===== config.mk =====
export PLATFORM = sky130hd
export DESIGN_NAME = instruction_word_decoder
export DESIGN_NICKNAME = d
export VERILOG_FILES = /design/src/shared/insn_decode_pkg.sv /design/src/design/bit_mask_gen.sv /design/src/design/instruction_word_decoder.sv
export SDC_FILE = /design/constraint.sdc
export NUM_CORES = 1
export LEC_CHECK = 0
export BUFFER_PORTS_ARGS = -buffer_cell sky130_fd_sc_hd__buf_2
export CAP_MARGIN = 15
export CORE_ASPECT_RATIO = 0.8
export CORE_UTILIZATION = 45
export DETAILED_ROUTE_END_ITERATION = 6
export HOLD_SLACK_MARGIN = 0.03
export PLACE_DENSITY = 0.75
export SLEW_MARGIN = 20
export SYNTH_ARGS = -nofsm -noshare
export SYNTH_HDL_FRONTEND = slang
export SYNTH_SLANG_ARGS = --single-unit

===== constraint.sdc =====
create_clock -name clk -period 1.3 [get_ports clk]
set_input_delay 0.26 -clock clk [delete_from_list [all_inputs] [get_ports clk]]
set_output_delay 0.26 -clock clk [all_outputs]
set_load 0.02 [all_outputs]

===== src/shared/insn_decode_pkg.sv =====
// Field layouts, opcode codes and class enumerations for the instruction decoder.
package insn_decode_pkg;

	localparam int WORD_W = 14;
	localparam int FILE_ADDR_W = 7;
	localparam int BIT_ADDR_W = 6;
	localparam int REG_ADDR_W = 8;
	localparam int LIT_W = 8;
	localparam int TARGET_W = 12;
	localparam int BITPOS_W = 3;

	// Field positions inside the 14-bit word.
	localparam int OP6_LSB = 8;
	localparam int DEST_POS = 7;
	localparam int BITPOS_LSB = 6;
	localparam int OP5_LSB = 9;
	localparam int TOP2_LSB = 12;

	// Two top bits select the broad class.
	localparam logic [1:0] TOP_BYTE = 2'h0;
	localparam logic [1:0] TOP_MIXED = 2'h1;
	localparam logic [1:0] TOP_CALL = 2'h2;
	localparam logic [1:0] TOP_GOTO = 2'h3;

	// Six-bit opcodes of the second-plane moves; other 01_1xxx codes are literal.
	localparam logic [5:0] OP_MOVE_FROM_R = 6'h1f;
	localparam logic [5:0] OP_MOVE_TO_R = 6'h1e;
	// Control words that share the move-to-second-plane opcode.
	localparam logic [13:0] WORD_SLEEP = 14'h1e03;
	localparam logic [13:0] WORD_CLRWDOG = 14'h1e04;

	// Destination select codes.
	localparam logic DEST_ACC = 1'b0;
	localparam logic DEST_FILE = 1'b1;

	typedef enum logic [1:0] {
		CLASS_BYTE,
		CLASS_BIT,
		CLASS_LITCTL
	} insn_class_e;

	typedef enum logic [1:0] {
		PLANE_NONE,
		PLANE_F,
		PLANE_R
	} plane_e;

	typedef enum logic [1:0] {
		LIT_NONE,
		LIT_IMM,
		LIT_CALL,
		LIT_JUMP
	} lit_kind_e;

endpackage : insn_decode_pkg


===== src/design/bit_mask_gen.sv =====
// One-hot mask generator for the bit-position field.
`timescale 1ns/10ps
module bit_mask_gen
	import insn_decode_pkg::*;
#(
	parameter int POS_W = BITPOS_W
)
(
	input wire logic [POS_W-1:0] pos,
	output logic [(1<<POS_W)-1:0] mask
);

	// One bit of the mask per register bit position.
	genvar gi;
	generate
		for (gi = 0; gi < (1 << POS_W); gi++)
		begin : g_bit
			assign mask[gi] = (pos == POS_W'(gi));
		end
	endgenerate

endmodule : bit_mask_gen


===== src/design/instruction_word_decoder.sv =====
// Registered decoder for 14-bit instruction words of the small core.
//
// What this block does
// - Each word is one 14-bit unit: an opcode plus one or more operands.
// - Every opcode falls in the byte, bit or literal/control class.
// - A byte operation with select 0 writes the accumulator, 1 the file.
// - A bit operation picks one bit of the register by its position field.
// - Register operands go to the primary or the secondary plane.
// - Literal/control operands are immediates or jump targets, not addresses.
// - The destination field is one bit: 0 working register, 1 register file.
// - Byte words: six-bit opcode, select bit, seven-bit address 00h-7Fh.
// - Bit words: five-bit opcode, three-bit position, six-bit address.
// - Literal words: six-bit opcode above an eight-bit immediate.
`timescale 1ns/10ps
module instruction_word_decoder
	import insn_decode_pkg::*;
(
	input wire logic clk,
	input wire logic reset,
	input wire logic word_valid,
	input wire logic [WORD_W-1:0] word,
	output logic dec_valid,
	output insn_class_e dec_class,
	output logic [5:0] dec_opcode,
	output plane_e dec_plane,
	output logic [REG_ADDR_W-1:0] dec_reg_addr,
	output logic dec_to_acc,
	output logic dec_to_file,
	output logic [BITPOS_W-1:0] dec_bit_pos,
	output logic [(1<<BITPOS_W)-1:0] dec_bit_mask,
	output lit_kind_e dec_lit_kind,
	output logic [LIT_W-1:0] dec_literal,
	output logic [TARGET_W-1:0] dec_target,
	output logic dec_sleep,
	output logic dec_clr_watchdog
);

	////////////////////////////////////////////////////////////////////////
	// Field split, combinational.

	logic [1:0] top2;
	logic [5:0] op6;
	logic [4:0] op5;
	logic [(1<<BITPOS_W)-1:0] mask_c;
	insn_class_e class_next;
	plane_e plane_next;
	lit_kind_e lit_next;
	logic [REG_ADDR_W-1:0] addr_next;
	logic to_file_next;

	// The word is always taken whole; fields are slices of it.
	assign top2 = word[WORD_W-1:TOP2_LSB];
	assign op6 = word[WORD_W-1:OP6_LSB];
	assign op5 = word[WORD_W-1:OP5_LSB];

	bit_mask_gen #(
		.POS_W(BITPOS_W)
	) u_mask (
		.pos(word[BITPOS_LSB +: BITPOS_W]),
		.mask(mask_c)
	);

	// Class, plane, literal kind and address by opcode group. The two
	// secondary-plane moves sit inside the 01_1xxx literal range, so they
	// are matched before the literal default; the sleep and watchdog
	// words share the move-to opcode and are caught first.
	always_comb
	begin
		class_next = CLASS_LITCTL;
		plane_next = PLANE_NONE;
		lit_next = LIT_NONE;
		addr_next = '0;
		to_file_next = 1'b0;
		unique case (top2)
			TOP_BYTE:
			begin
				class_next = CLASS_BYTE;
				plane_next = PLANE_F;
				addr_next = {1'b0, word[FILE_ADDR_W-1:0]};
				to_file_next = word[DEST_POS];
			end
			TOP_MIXED:
			begin
				// Bit 11 clear marks the bit class; set means literal or move.
				if (!word[TOP2_LSB - 1])
				begin
					class_next = CLASS_BIT;
					plane_next = PLANE_F;
					addr_next = {2'h0, word[BIT_ADDR_W-1:0]};
					to_file_next = 1'b1;
				end
				else if (word == WORD_SLEEP || word == WORD_CLRWDOG)
				begin
					class_next = CLASS_LITCTL;
				end
				else if (op6 == OP_MOVE_FROM_R || op6 == OP_MOVE_TO_R)
				begin
					class_next = CLASS_BYTE;
					plane_next = PLANE_R;
					addr_next = word[REG_ADDR_W-1:0];
					to_file_next = (op6 == OP_MOVE_TO_R);
				end
				else
				begin
					lit_next = LIT_IMM;
				end
			end
			TOP_CALL:
			begin
				lit_next = LIT_CALL;
			end
			TOP_GOTO:
			begin
				lit_next = LIT_JUMP;
			end
		endcase
	end

	////////////////////////////////////////////////////////////////////////
	// Registered outputs, one cycle after the word is accepted.

	// Valid follows the input strobe by one cycle.
	always_ff @(posedge clk)
	begin
		if (reset)
			dec_valid <= 1'b0;
		else
			dec_valid <= word_valid;
	end

	// Decoded fields hold until the next valid word so that idle cycles
	// do not disturb a consumer that samples late.
	always_ff @(posedge clk)
	begin
		if (reset)
		begin
			dec_class <= CLASS_LITCTL;
			dec_opcode <= '0;
			dec_plane <= PLANE_NONE;
			dec_reg_addr <= '0;
			dec_to_acc <= 1'b0;
			dec_to_file <= 1'b0;
			dec_bit_pos <= '0;
			dec_bit_mask <= '0;
			dec_lit_kind <= LIT_NONE;
			dec_literal <= '0;
			dec_target <= '0;
			dec_sleep <= 1'b0;
			dec_clr_watchdog <= 1'b0;
		end
		else if (word_valid)
		begin
			dec_class <= class_next;
			dec_opcode <= (class_next == CLASS_BIT) ? {1'b0, op5} : op6;
			dec_plane <= plane_next;
			dec_reg_addr <= addr_next;
			// Only byte-class results have a choice of destination.
			dec_to_acc <= (class_next == CLASS_BYTE) &&
				(to_file_next == DEST_ACC);
			dec_to_file <= (class_next != CLASS_LITCTL) &&
				(to_file_next == DEST_FILE);
			dec_bit_pos <= (class_next == CLASS_BIT) ?
				word[BITPOS_LSB +: BITPOS_W] : '0;
			dec_bit_mask <= (class_next == CLASS_BIT) ? mask_c : '0;
			dec_lit_kind <= lit_next;
			dec_literal <= (lit_next == LIT_IMM) ?
				word[LIT_W-1:0] : '0;
			dec_target <= (lit_next == LIT_CALL || lit_next == LIT_JUMP) ?
				word[TARGET_W-1:0] : '0;
			dec_sleep <= (word == WORD_SLEEP);
			dec_clr_watchdog <= (word == WORD_CLRWDOG);
		end
	end
endmodule : instruction_word_decoder


After elaboration in Yosys (flattened, before gate mapping) --
Cells that the tools add are included.
Storage, ports and cells: output and inout bits 56, logic and storage cells 67, register bits 56, input port bits 17
Operators by class: reductions and logical operators 8, bitwise logic cells 1, equal/unequal tests 19, multiplexer cells 25
Operators by type and width (count):
- $mux W8 | 5
- $eq A14 B13 Y1 const B | 2
- $pmux W8 S2 | 1
- $eq A3 B3 Y1 const B | 4
- $eq A6 B5 Y1 const B | 2
- $mux W12 | 1
- $mux W2 | 6
- $eq A2 B2 Y1 const B | 4
- $pmux W2 S2 | 2
- $eq A2 B1 Y1 const B | 3
- $eq A3 B2 Y1 const B | 2
- $mux W1 | 6
- $mux W6 | 1
- $pmux W2 S3 | 1
- $logic_not A2 Y1 | 2
- $eq A3 B1 Y1 const B | 1
- $logic_not A3 Y1 | 1
- $logic_or A1 B1 Y1 | 3
- $mux W3 | 1
- $logic_and A1 B1 Y1 | 2
- $ne A2 B2 Y1 const B | 1
- $pmux W1 S2 | 1
- $not A1 Y1 | 1

Longest topological paths before layout --
Gate-level depths: netlist of the first run.
depth after elaboration 9, depth in mapped cells 6, gate-level depth less buffers 4

Modules after synthesis --
Synthesis of the first run repeated with hierarchy kept, for this count alone.
Second synthesis, totals: cells, all modules 251, area, all modules 2180.8 um^2
Modules (own cells, without submodules):
- instruction_word_decoder | area an instance 2115.8 um^2, times used 1, cells an instance 243
- bit_mask_gen | area an instance 65.1 um^2, times used 1, cells an instance 8

Worst setup path before layout of the first run --
OpenSTA, ideal clock, no wires.
path kind input port to flip-flop, start input port word[7], end register dec_to_file, data required time 1183 ps, arrival time 1256 ps, slack -74 ps, stages 5, library setup time 117 ps, path buffers 1, path through buf_2 nor2_2 o211ai_1 a311o_1 a32o_1
Between the ends: longest elaborated chain between the ends 7, elaborated cells between the ends (all ways) 11
Ends and longest elaborated chain:
- start, declared | RTL line instruction_word_decoder.sv:21 | input wire logic [WORD_W-1:0] word,
- $eq A14 B13 Y1 | RTL line instruction_word_decoder.sv:92 | else if (word == WORD_SLEEP || word == WORD_CLRWDOG)
- $logic_or A1 B1 Y1 | RTL line instruction_word_decoder.sv:92
- $mux W2 | RTL line instruction_word_decoder.sv:92
- $mux W2 | RTL line instruction_word_decoder.sv:85 | if (!word[TOP2_LSB - 1])
- $pmux W2 S2 | RTL line instruction_word_decoder.sv:74 | unique case (top2)
- $ne A2 B2 Y1 | RTL line instruction_word_decoder.sv:160 | dec_to_file <= (class_next != CLASS_LITCTL) &&
- $logic_and A1 B1 Y1 * | RTL line instruction_word_decoder.sv:160
- end signal, assigned | RTL line instruction_word_decoder.sv:160
- end, declared | RTL line instruction_word_decoder.sv:28 | output logic dec_to_file,
Every way passes the cells marked *; elsewhere a longest branch is shown, timed or not. A chain may end at the register's enable or synchronous reset.

Worst setup path after layout of the first run --
start input port word[1], end register dec_reg_addr[6]
Between the ends: longest elaborated chain between the ends 5, elaborated cells between the ends (all ways) 6
Ends and longest elaborated chain:
- $eq A14 B13 Y1 | RTL line instruction_word_decoder.sv:92
- $logic_or A1 B1 Y1 * | RTL line instruction_word_decoder.sv:92
- $mux W8 * | RTL line instruction_word_decoder.sv:92
- $mux W8 * | RTL line instruction_word_decoder.sv:85
- $pmux W8 S2 * | RTL line instruction_word_decoder.sv:74
- end signal, assigned | RTL line instruction_word_decoder.sv:156 | dec_reg_addr <= addr_next;
- end, declared | RTL line instruction_word_decoder.sv:26 | output logic [REG_ADDR_W-1:0] dec_reg_addr,
Marks and branches as above.

==> flow_metrics.env, run 1 <==
export IMPL_status="complete, no violations"
export IMPL_post_route_drc_count=0
export IMPL_p_per_area_nw_per_um2=1080
export IMPL_ys_seq_area_share_pct=50.6
export IMPL_dpl_worst_slack_ps=-162
export IMPL_coreArea_um2=4650
export IMPL_clk_pin_slew_ps=100
export IMPL_cts_tree="yes"
export IMPL_drive_gt1_share_pct=37.4
export IMPL_dp_cells=405
export IMPL_drt_wl_total_um=5820
export IMPL_setup_viol=0
export IMPL_max_clock_freq_mhz=835
export IMPL_finClkSkew_ps=0
export IMPL_avgViaCountPerCell=5.27
export IMPL_start_util_pct=47.7
export IMPL_grt_max_degree=23
export IMPL_startpoint_type="primary input"
export IMPL_max_stage_delay_ps=260
export IMPL_dr_total_vias=2176
export IMPL_min_period_over_period_pct=92.1
export IMPL_ys_warn_count=0
export IMPL_syn_area_um2=2220
export IMPL_synth_distinct_cells=39
export IMPL_grt_pass1_vias=2069
export IMPL_area_growth_pct=34.4
export IMPL_synthAdderAreaFrac_pct=0
export IMPL_p_int_mw=2.34
export IMPL_fin_crit_ps=1200
export IMPL_post_cts_setup_buffers=0
export IMPL_gp_congestion=0.954
export IMPL_dieArea_um2=5210
export IMPL_synth_xor_area_share_pct=0
export IMPL_synth_edff_count=0
export IMPL_hold_violations=0
export IMPL_stdcell_count=413
export IMPL_synth_compound_area_share_pct=20.0
export IMPL_slew_headroom_pct=73.1
export IMPL_rows=22
export IMPL_antenna_found_initial=0
export IMPL_end_kind="flop"
export IMPL_first_pass_iters=4
export IMPL_pwr_share_seq_pct=55.9
export IMPL_p_sw_share_pct=27.1
export IMPL_cellLeakagePower_nw=1.36
export IMPL_muxShareOfSynthArea_pct=0
export IMPL_critPathSlowestCell="o41ai_1"
export IMPL_dr_first_iter_drc_count=122
export IMPL_p_sw_uw=870
export IMPL_nFillCells=393
export IMPL_clock_path_buffers=2
export IMPL_cts_hold_buffers=0
export IMPL_clkLatencyLatePin_ps=300
export IMPL_yosys_area_share_simple_pct=23.5
export IMPL_dp_hpwl_um=4480
export IMPL_cp_required_ps=1510
export IMPL_io_buffer_count=72
export IMPL_cts_inserted_buffers=5
export IMPL_grt_total_usage_pct=25.1
export IMPL_async_reset_ff_share_pct=0
export IMPL_rsz0062_at_grt="false"
export IMPL_cap_violations=0
export IMPL_grt_pass1_wl_um=10000
export IMPL_critPathMaxFanout=4
export IMPL_crit_chain="buf_2 > and3b_1 > buf_4 > o2111ai_1 > a21boi_0 > o41ai_1"
export IMPL_final_nets=369
export IMPL_path_class="in2reg"
export IMPL_ctsResizeCount=0
export IMPL_ant_nets=0
export IMPL_io_pins=73
export IMPL_post_layout_total_power_mw=3.21
export IMPL_die_x_um=80.5
export IMPL_cts_sinks=56
export IMPL_netlist_instances=252
export IMPL_synth_seq_cells=56
export IMPL_p_clk_share_pct=29.0
export IMPL_avgRoutedWirePerCell_um=14.1
export IMPL_fin_ws_ps=102
export IMPL_max_vdd_ir_drop_mv=0.658
export IMPL_synth_top_family_by_area="simple AND/OR/NAND/NOR gates"
export IMPL_cp_arrival_ps=1410
export IMPL_drv_slew=0
export IMPL_syn_num_nets=269
export IMPL_synth_ff_type="dfxtp_1"
export IMPL_die_y_um=64.8
export IMPL_synth_area_per_cell_um2=8.80
export IMPL_worst_slew_pin_slew_ps=401
export IMPL_n_antenna_cell=0
export IMPL_gr_total_overflow=0
export IMPL_worstHoldPathType="in2reg"
export IMPL_cts_root_buf="clkbuf_8"
export IMPL_cts_max_level=2
export IMPL_combinationalPowerShare_pct=15.1
## layout by cell type (no fill, tap or decap), types with 2 or more instances in the layout
cell,synthesis,layout
a21oi_1,26,26
a22oi_1,12,12
a311oi_1,3,3
a31oi_1,4,4
a32oi_1,8,8
and3_1,2,2
and3b_1,2,2
buf_2,5,72
buf_4,2,42
clkbuf_8,0,5
clkinv_2,0,2
dfxtp_1,56,56
inv_1,4,4
nand2_1,30,30
nand3_1,19,19
nand4_1,2,2
nor2_1,33,33
nor2b_1,5,5
nor3_2,2,2
nor3_4,2,2
nor3b_1,3,3
o211ai_1,2,2
## critical path: cells and delay by family
family                 cells  cell delay, ps
and+or+nand+nor            1             230
AOI/OAI and AO/OA          3             640
buffers and inverters      2             290
## metal layers
| metal | share of wire, % | wire (um) | GRT usage, % | vias up |
|---|---|---|---|---|
| li1 | - | - | - | 1092 |
| met1 | 48 | 2820 | 35.4 | 983 |
| met2 | 41 | 2420 | 36.9 | 93 |
| met3 | 9.0 | 524 | 6.62 | 8 |
| met4 | 1.1 | 65 | 8.26 | 0 |
| met5 | 0 | 0 | 0 | - |
## power by group through the flow
stage / registers [mW] / clock network, mW / logic, mW
floorplan: 1.89 / 0 / 0.206
global placement: 1.83 / 0 / 0.477
detailed placement: 1.83 / 0 / 0.484
CTS: 1.79 / 0.955 / 0.486
global route: 1.80 / 1.06 / 0.532
finish: 1.79 / 0.930 / 0.486
## final timing paths
path / startpoint / to / slack [ps] / cells after the start
worst max-delay path: word[1] / dec_reg_addr[6] / 100 / 6
worst min-delay path: reset / dec_literal[7] / 260 / 2
worst max register to register: dec_class[1] / dec_class[1] / 420 / 2
worst min register to register: dec_target[9] / dec_target[9] / 460 / 2
## cells in the mapped netlist (2+ instances only)
cell type,instances,share of area [%]
nand4_1,2,0.56
a32oi_1,8,3.2
and3_1,2,0.56
clkbuf_1,11,1.9
a311oi_1,3,1.2
inv_1,4,0.68
a31oi_1,4,1.1
a21oi_1,26,5.9
nor3_4,2,1.5
nor3_2,2,0.90
buf_6,2,1.0
nor3b_1,3,1.0
nor2b_1,5,1.4
nor2_1,33,5.6
nand3_1,19,4.3
dfxtp_1,56,51
o211ai_1,2,0.68
nand2_1,30,5.1
and3b_1,2,0.79
a22oi_1,12,4.1
buf_4,2,0.68
buf_2,5,1.1
## through the flow
step / instance area, um^2 / hold slack, ps / TNS (ps) / utilization (%)
detailed placement: 2890 / 450 / -1680 / 62.2
finish: 2980 / 264 / 0 / 64.0
floorplan: 2240 / 404 / -11.2 / -
global placement: 2890 / 446 / -1100 / 62.2
global route: 2980 / 251 / 0 / 64.0
CTS: 2980 / 262 / 0 / 64.0
## flip-flops by register name, indices dropped and copies added (netlist names)
name / cells
dec_target: 12
dec_bit_mask: 8
dec_literal: 8
dec_reg_addr: 8
dec_opcode: 6
dec_bit_pos: 3
dec_class: 2
dec_lit_kind: 2
dec_plane: 2
dec_clr_watchdog: 1
dec_sleep: 1
dec_to_acc: 1
dec_to_file: 1
dec_valid: 1
## final cells by class
cell class,count,area (um^2),area share (%)
inverter,5,18.8,0.630
timing repair buffer,115,696,23.4
sequential,56,1120,37.6
tap,60,75.1,2.52
multi-input combinational,169,981,32.9
clock inverter,3,18.8,0.630
clock buffer,5,68.8,2.31
## cells by family (layout without fill, tap and decap cells)
kind of cell | Yosys count | after routing
buffers and inverters | 27 | 128
AOI/OAI and AO/OA | 64 | 64
and+or+nand+nor | 105 | 105
DFF | 56 | 56
Power figures use the tool's default switching activity.
==> inputs of run 2 (changes only) <==
CELL_PAD_IN_SITES_DETAIL_PLACEMENT = 1   (was unset)
CELL_PAD_IN_SITES_GLOBAL_PLACEMENT = 2   (was unset)
CORE_UTILIZATION = 26   (was 45)
PLACE_DENSITY = unset   (was 0.75)
PLACE_DENSITY_LB_ADDON = 0.1   (was unset)
==> run 2 against run 1 <==
Non-clock buffer count up 6. Hold slack worse by 49 ps. Via count up 1.7%. Critical path type unchanged. Clock power up 49%. Total power up 15%. Cell area up 5.6%. Setup slack better by 44 ps. Count of clock-buffer cells in the layout unchanged. Largest cell class unchanged. Clock skew unchanged. Final cell count up 13%. Global-route usage down 8.0 points. Register-to-register slack better by 20 ps.
==> flow_metrics.env, run 2 (synthesis gave the netlist of run 1 again) <==
export IMPL_slew_headroom_pct=76.7
export IMPL_cap_violations=0
export IMPL_cts_tree="yes"
export IMPL_status="complete, no violations"
export IMPL_post_dp_cell_area_um2=3010
export IMPL_fin_crit_ps=1150
export IMPL_rr_endpoint="dec_class[1]"
export IMPL_p_per_area_nw_per_um2=1170
export IMPL_rr_startpoint="dec_class[1]"
export IMPL_post_layout_total_power_mw=3.70
export IMPL_avgRoutedWirePerCell_um=15.7
export IMPL_design_area_um2=3150
export IMPL_r2r_cells=2
export IMPL_layout_commonest_cell="buf_2"
export IMPL_critPathMaxFanout=4
export IMPL_max_vdd_ir_drop_mv=0.445
export IMPL_cp_required_ps=1520
export IMPL_gp_congestion=0.751
export IMPL_ant_nets=0
export IMPL_start_util_pct=27.4
export IMPL_grt_total_usage_pct=17.1
export IMPL_cp_arrival_ps=1370
export IMPL_rows=29
export IMPL_clk_pin_slew_ps=110
export IMPL_antenna_found_initial=0
export IMPL_clock_path_buffers=2
export IMPL_avgViaCountPerCell=4.74
export IMPL_crit_chain="buf_2 > and3b_1 > o211ai_1 > a311o_1 > a32o_1"
export IMPL_gr_total_overflow=0
export IMPL_cts_sinks=56
export IMPL_post_route_drc_count=0
export IMPL_drt_wl_total_um=7350
export IMPL_path_class="in2reg"
export IMPL_drive_gt1_share_pct=38.4
export IMPL_holdPathStages=2
export IMPL_post_route_util_pct=38.9
export IMPL_dieArea_um2=8900
export IMPL_cts_hold_buffers=0
export IMPL_max_stage_delay_ps=320
export IMPL_dr_total_vias=2213
export IMPL_dp_hpwl_um=5470
export IMPL_post_cts_setup_buffers=0
export IMPL_die_y_um=84.6
export IMPL_worst_slew_pin_slew_ps=348
export IMPL_end_kind="flop"
export IMPL_finClkSkew_ps=0
export IMPL_cts_root_buf="clkbuf_8"
export IMPL_cellLeakagePower_nw=1.41
export IMPL_largest_reg_flops=12
export IMPL_min_period_over_period_pct=88.8
export IMPL_cts_inserted_buffers=5
export IMPL_drv_slew=0
export IMPL_io_buffer_count=72
export IMPL_setup_viol=0
export IMPL_clkLatencyLatePin_ps=310
export IMPL_worstHoldPathType="in2reg"
export IMPL_rsz0062_at_grt="false"
export IMPL_grt_max_degree=36
export IMPL_max_clock_freq_mhz=866
export IMPL_coreArea_um2=8090
export IMPL_first_pass_iters=4
export IMPL_final_nets=375
export IMPL_ctsResizeCount=0
export IMPL_top_register="dec_target"
export IMPL_min_to="dec_reg_addr[6]"
export IMPL_grt_pass1_wl_um=12000
export IMPL_dr_first_iter_drc_count=57
export IMPL_min_delay_start="reset"
export IMPL_grt_pass1_vias=2271
export IMPL_io_pins=73
export IMPL_area_growth_pct=41.9
export IMPL_reg2reg_slack_ps=440
export IMPL_cts_max_level=2
export IMPL_layout_common_cells="buf_2 (72), dfxtp_1 (56), buf_4 (47)"
export IMPL_n_antenna_cell=0
export IMPL_hold_violations=0
export IMPL_critPathSlowestCell="and3b_1"
export IMPL_startpoint_type="primary input"
export IMPL_die_x_um=105
-- run 2: power breakdown --
part           switching, mW  internal [mW]  total, mW
sequential            0.0274           1.77       1.79
combinational          0.308          0.205      0.514
clock                  0.612          0.776       1.39
-- run 2: metal layers --
layer	wire, um	global-route usage, %	part of all wire (%)
met3	310	3.34	4.2
met5	0	0	0
met1	3780	24.8	51
met2	3200	26.2	44
met4	57	3.84	0.78
-- run 2: through the flow --
stage | hold WS (ps) | setup slack, ps | setup TNS (ps) | instances
2_1_floorplan | 404 | -6.52 | -11.2 | 252
3_3_place_gp | 447 | -158 | -2600 | 459
3_5_place_dp | 453 | -193 | -3120 | 459
4_1_cts | 212 | 145 | 0 | 467
5_1_grt | 203 | 24.0 | 0 | 467
6_report | 214 | 146 | 0 | 467
-- run 2: final cells by class --
cell class / count / area [um^2]
Clock buffer: 5 / 68.8
Clock inverter: 3 / 68.8
Fill cell: 1000 / 4940
Inverter: 5 / 18.8
Multi-Input combinational cell: 169 / 981
Sequential cell: 56 / 1120
Tap cell: 108 / 135
Timing Repair Buffer: 121 / 753
-- run 2: worst max-delay path by stage --
stage | start | to | slack, ps | cells past startpoint
6_report | word[2] | dec_to_file | 150 | 5
2_1_floorplan | word[11] | dec_bit_mask[7] | -7 | 6
3_5_place_dp | word[3] | dec_to_file | -190 | 6
4_1_cts | dec_to_file | dec_to_file | 140 | 1
3_3_place_gp | word[13] | dec_opcode[1] | -160 | 6
5_1_grt | word[11] | dec_opcode[1] | 20 | 6
-- run 2: critical path, delay by kind of cell --
family	cells	cell delay [ps]
compound gates	3	670
simple gates	1	320
buf+inv	1	120
==> inputs of run 3 (changes only) <==
--- a/config.mk
+++ b/config.mk
@@ -7,2 +7,3 @@
 export LEC_CHECK = 0
+export ABC_CLOCK_PERIOD_IN_PS = 1300
 export BUFFER_PORTS_ARGS = -buffer_cell sky130_fd_sc_hd__buf_2
@@ -16,2 +17,3 @@
 export PLACE_DENSITY_LB_ADDON = 0.1
+export SKIP_CTS_REPAIR_TIMING = 1
 export SLEW_MARGIN = 20
==> constraint.sdc (replaced) <==
create_clock -name clk -period 1.3 [get_ports clk]
set_input_delay 0.065 -clock clk [delete_from_list [all_inputs] [get_ports clk]]
set_output_delay 0.065 -clock clk [all_outputs]
set_load 0.02 [all_outputs]
==> run 3 against run 2 <==
Hold slack worse by 170 ps. Total power shrank 11%. Highest routed layer unchanged. Clock skew unchanged. Wire length fell by 3.5%. Flip-flop and latch count unchanged. Largest cell class unchanged. First-iteration DRC count increased by 37%.
==> flow_metrics.env, run 3 (synthesis gave the netlist of run 1 again) <==
export IMPL_min_period_over_period_pct=76.6
export IMPL_post_layout_total_power_mw=3.29
export IMPL_rr_startpoint="dec_class[1]"
export IMPL_worstHoldPathType="in2reg"
export IMPL_setup_viol=0
export IMPL_gp_congestion=0.719
export IMPL_gr_total_overflow=0
export IMPL_stdcell_count=453
export IMPL_max_vdd_ir_drop_mv=0.417
export IMPL_rsz0062_at_grt="false"
export IMPL_min_delay_start="word[9]"
export IMPL_cts_max_level=2
export IMPL_drive_gt1_share_pct=35.9
export IMPL_die_x_um=105
export IMPL_startpoint_type="primary input"
export IMPL_top_register="dec_target"
export IMPL_worst_slew_pin_slew_ps=354
export IMPL_dr_first_iter_drc_count=78
export IMPL_cp_required_ps=1510
export IMPL_n_antenna_cell=0
export IMPL_clkLatencyLatePin_ps=310
export IMPL_clock_path_buffers=2
export IMPL_hold_violations=0
export IMPL_final_nets=361
export IMPL_grt_pass1_vias=2032
export IMPL_critPathMaxFanout=4
export IMPL_end_kind="flop"
export IMPL_die_y_um=84.6
export IMPL_finalSetupTns_ps=0
export IMPL_p_clk_share_pct=31.4
export IMPL_grt_total_usage_pct=16.2
export IMPL_dr_total_vias=2140
export IMPL_layout_commonest_cell="buf_2"
export IMPL_status="complete, no violations"
export IMPL_start_util_pct=27.4
export IMPL_avgRoutedWirePerCell_um=15.6
export IMPL_cts_root_buf="clkbuf_8"
export IMPL_p_sw_share_pct=28.0
export IMPL_grt_pass1_wl_um=11100
export IMPL_dp_hpwl_um=5440
export IMPL_fin_crit_ps=996
export IMPL_dp_cells=445
export IMPL_combinationalPowerShare_pct=14.2
export IMPL_coreArea_um2=8090
export IMPL_cap_violations=0
export IMPL_io_buffer_count=72
export IMPL_met2_usage_pct=23.4
export IMPL_post_route_util_pct=36.6
export IMPL_pwr_share_seq_pct=54.5
export IMPL_antenna_found_initial=0
export IMPL_cellLeakagePower_nw=1.31
export IMPL_p_per_area_nw_per_um2=1110
export IMPL_design_area_um2=2960
export IMPL_dpl_worst_slack_ps=-41.4
export IMPL_post_dp_cell_area_um2=2860
export IMPL_worst_hold_slack_ps=46.0
export IMPL_drv_slew=0
export IMPL_layout_common_cells="buf_2 (72), dfxtp_1 (56), buf_4 (35)"
export IMPL_cts_sinks=56
export IMPL_clk_pin_slew_ps=100
export IMPL_finClkSkew_ps=0
export IMPL_critPathLaunch="word[2]"
export IMPL_slew_headroom_pct=76.3
export IMPL_first_pass_iters=4
export IMPL_post_route_drc_count=0
export IMPL_p_int_mw=2.37
export IMPL_grt_max_degree=21
export IMPL_avgViaCountPerCell=4.72
export IMPL_p_sw_uw=921
export IMPL_cts_inserted_buffers=5
export IMPL_cp_arrival_ps=1200
export IMPL_busiest_layer="met1"
export IMPL_io_pins=73
export IMPL_path_class="in2reg"
export IMPL_fin_ws_ps=304
export IMPL_max_clock_freq_mhz=1000
export IMPL_area_growth_pct=33.5
export IMPL_cts_tree="yes"
export IMPL_grt_use_met3_pct=3.88
export IMPL_largest_reg_flops=12
export IMPL_rows=29
export IMPL_grt_met1_usage_pct=24.0
export IMPL_drt_wl_total_um=7090
export IMPL_ant_nets=0
export IMPL_dieArea_um2=8900
run 3: changes by cell type in the layout (fill, tap and decap cells not counted), sizes merged:
cell,change
bufinv,-2
inv,-1
clkbuf,+1
clkinvlp,+2
buf,-14
run 3: path summary, 6_finish.rpt:
check	endpoint	slack, ps	cells past startpoint
max reg2reg	dec_class[1]	440	2
max	dec_to_file	300	5
min	dec_opcode[0]	50	3
min reg2reg	dec_bit_pos[0]	460	2
run 3: per-layer routing:
| metal | vias up | wire length [um] | part of all wire, % |
|---|---|---|---|
| met3 | 5 | 324 | 4.6 |
| met5 | - | 0 | 0 |
| met4 | 0 | 48 | 0.68 |
| met1 | 1012 | 3710 | 52 |
| li1 | 1075 | - | - |
| met2 | 48 | 3000 | 42 |
run 3: cell type report:
| type | instances | area, um^2 |
|---|---|---|
| clock buffer | 6 | 82.6 |
| clock inverter | 2 | 15.0 |
| fill | 976 | 5130 |
| inverter | 5 | 18.8 |
| multi-input combinational | 169 | 965 |
| sequential | 56 | 1120 |
| tap | 108 | 135 |
| timing repair buffer | 107 | 623 |
run 3: power by group through the flow:
| stage | clock, mW | combinational (mW) | sequential, mW |
|---|---|---|---|
| final | 1.03 | 0.466 | 1.79 |
| after global routing | 1.14 | 0.512 | 1.80 |
| after CTS | 1.08 | 0.473 | 1.79 |
| after detailed placement | 0 | 0.472 | 1.83 |
| after global placement | 0 | 0.468 | 1.83 |
| after floorplan | 0 | 0.201 | 1.89 |
run 3: critical path: stages:
cell and delay (ps):
buf_2 120, and3b_1 310, o211ai_1 140, a311o_1 360, a32o_1 210
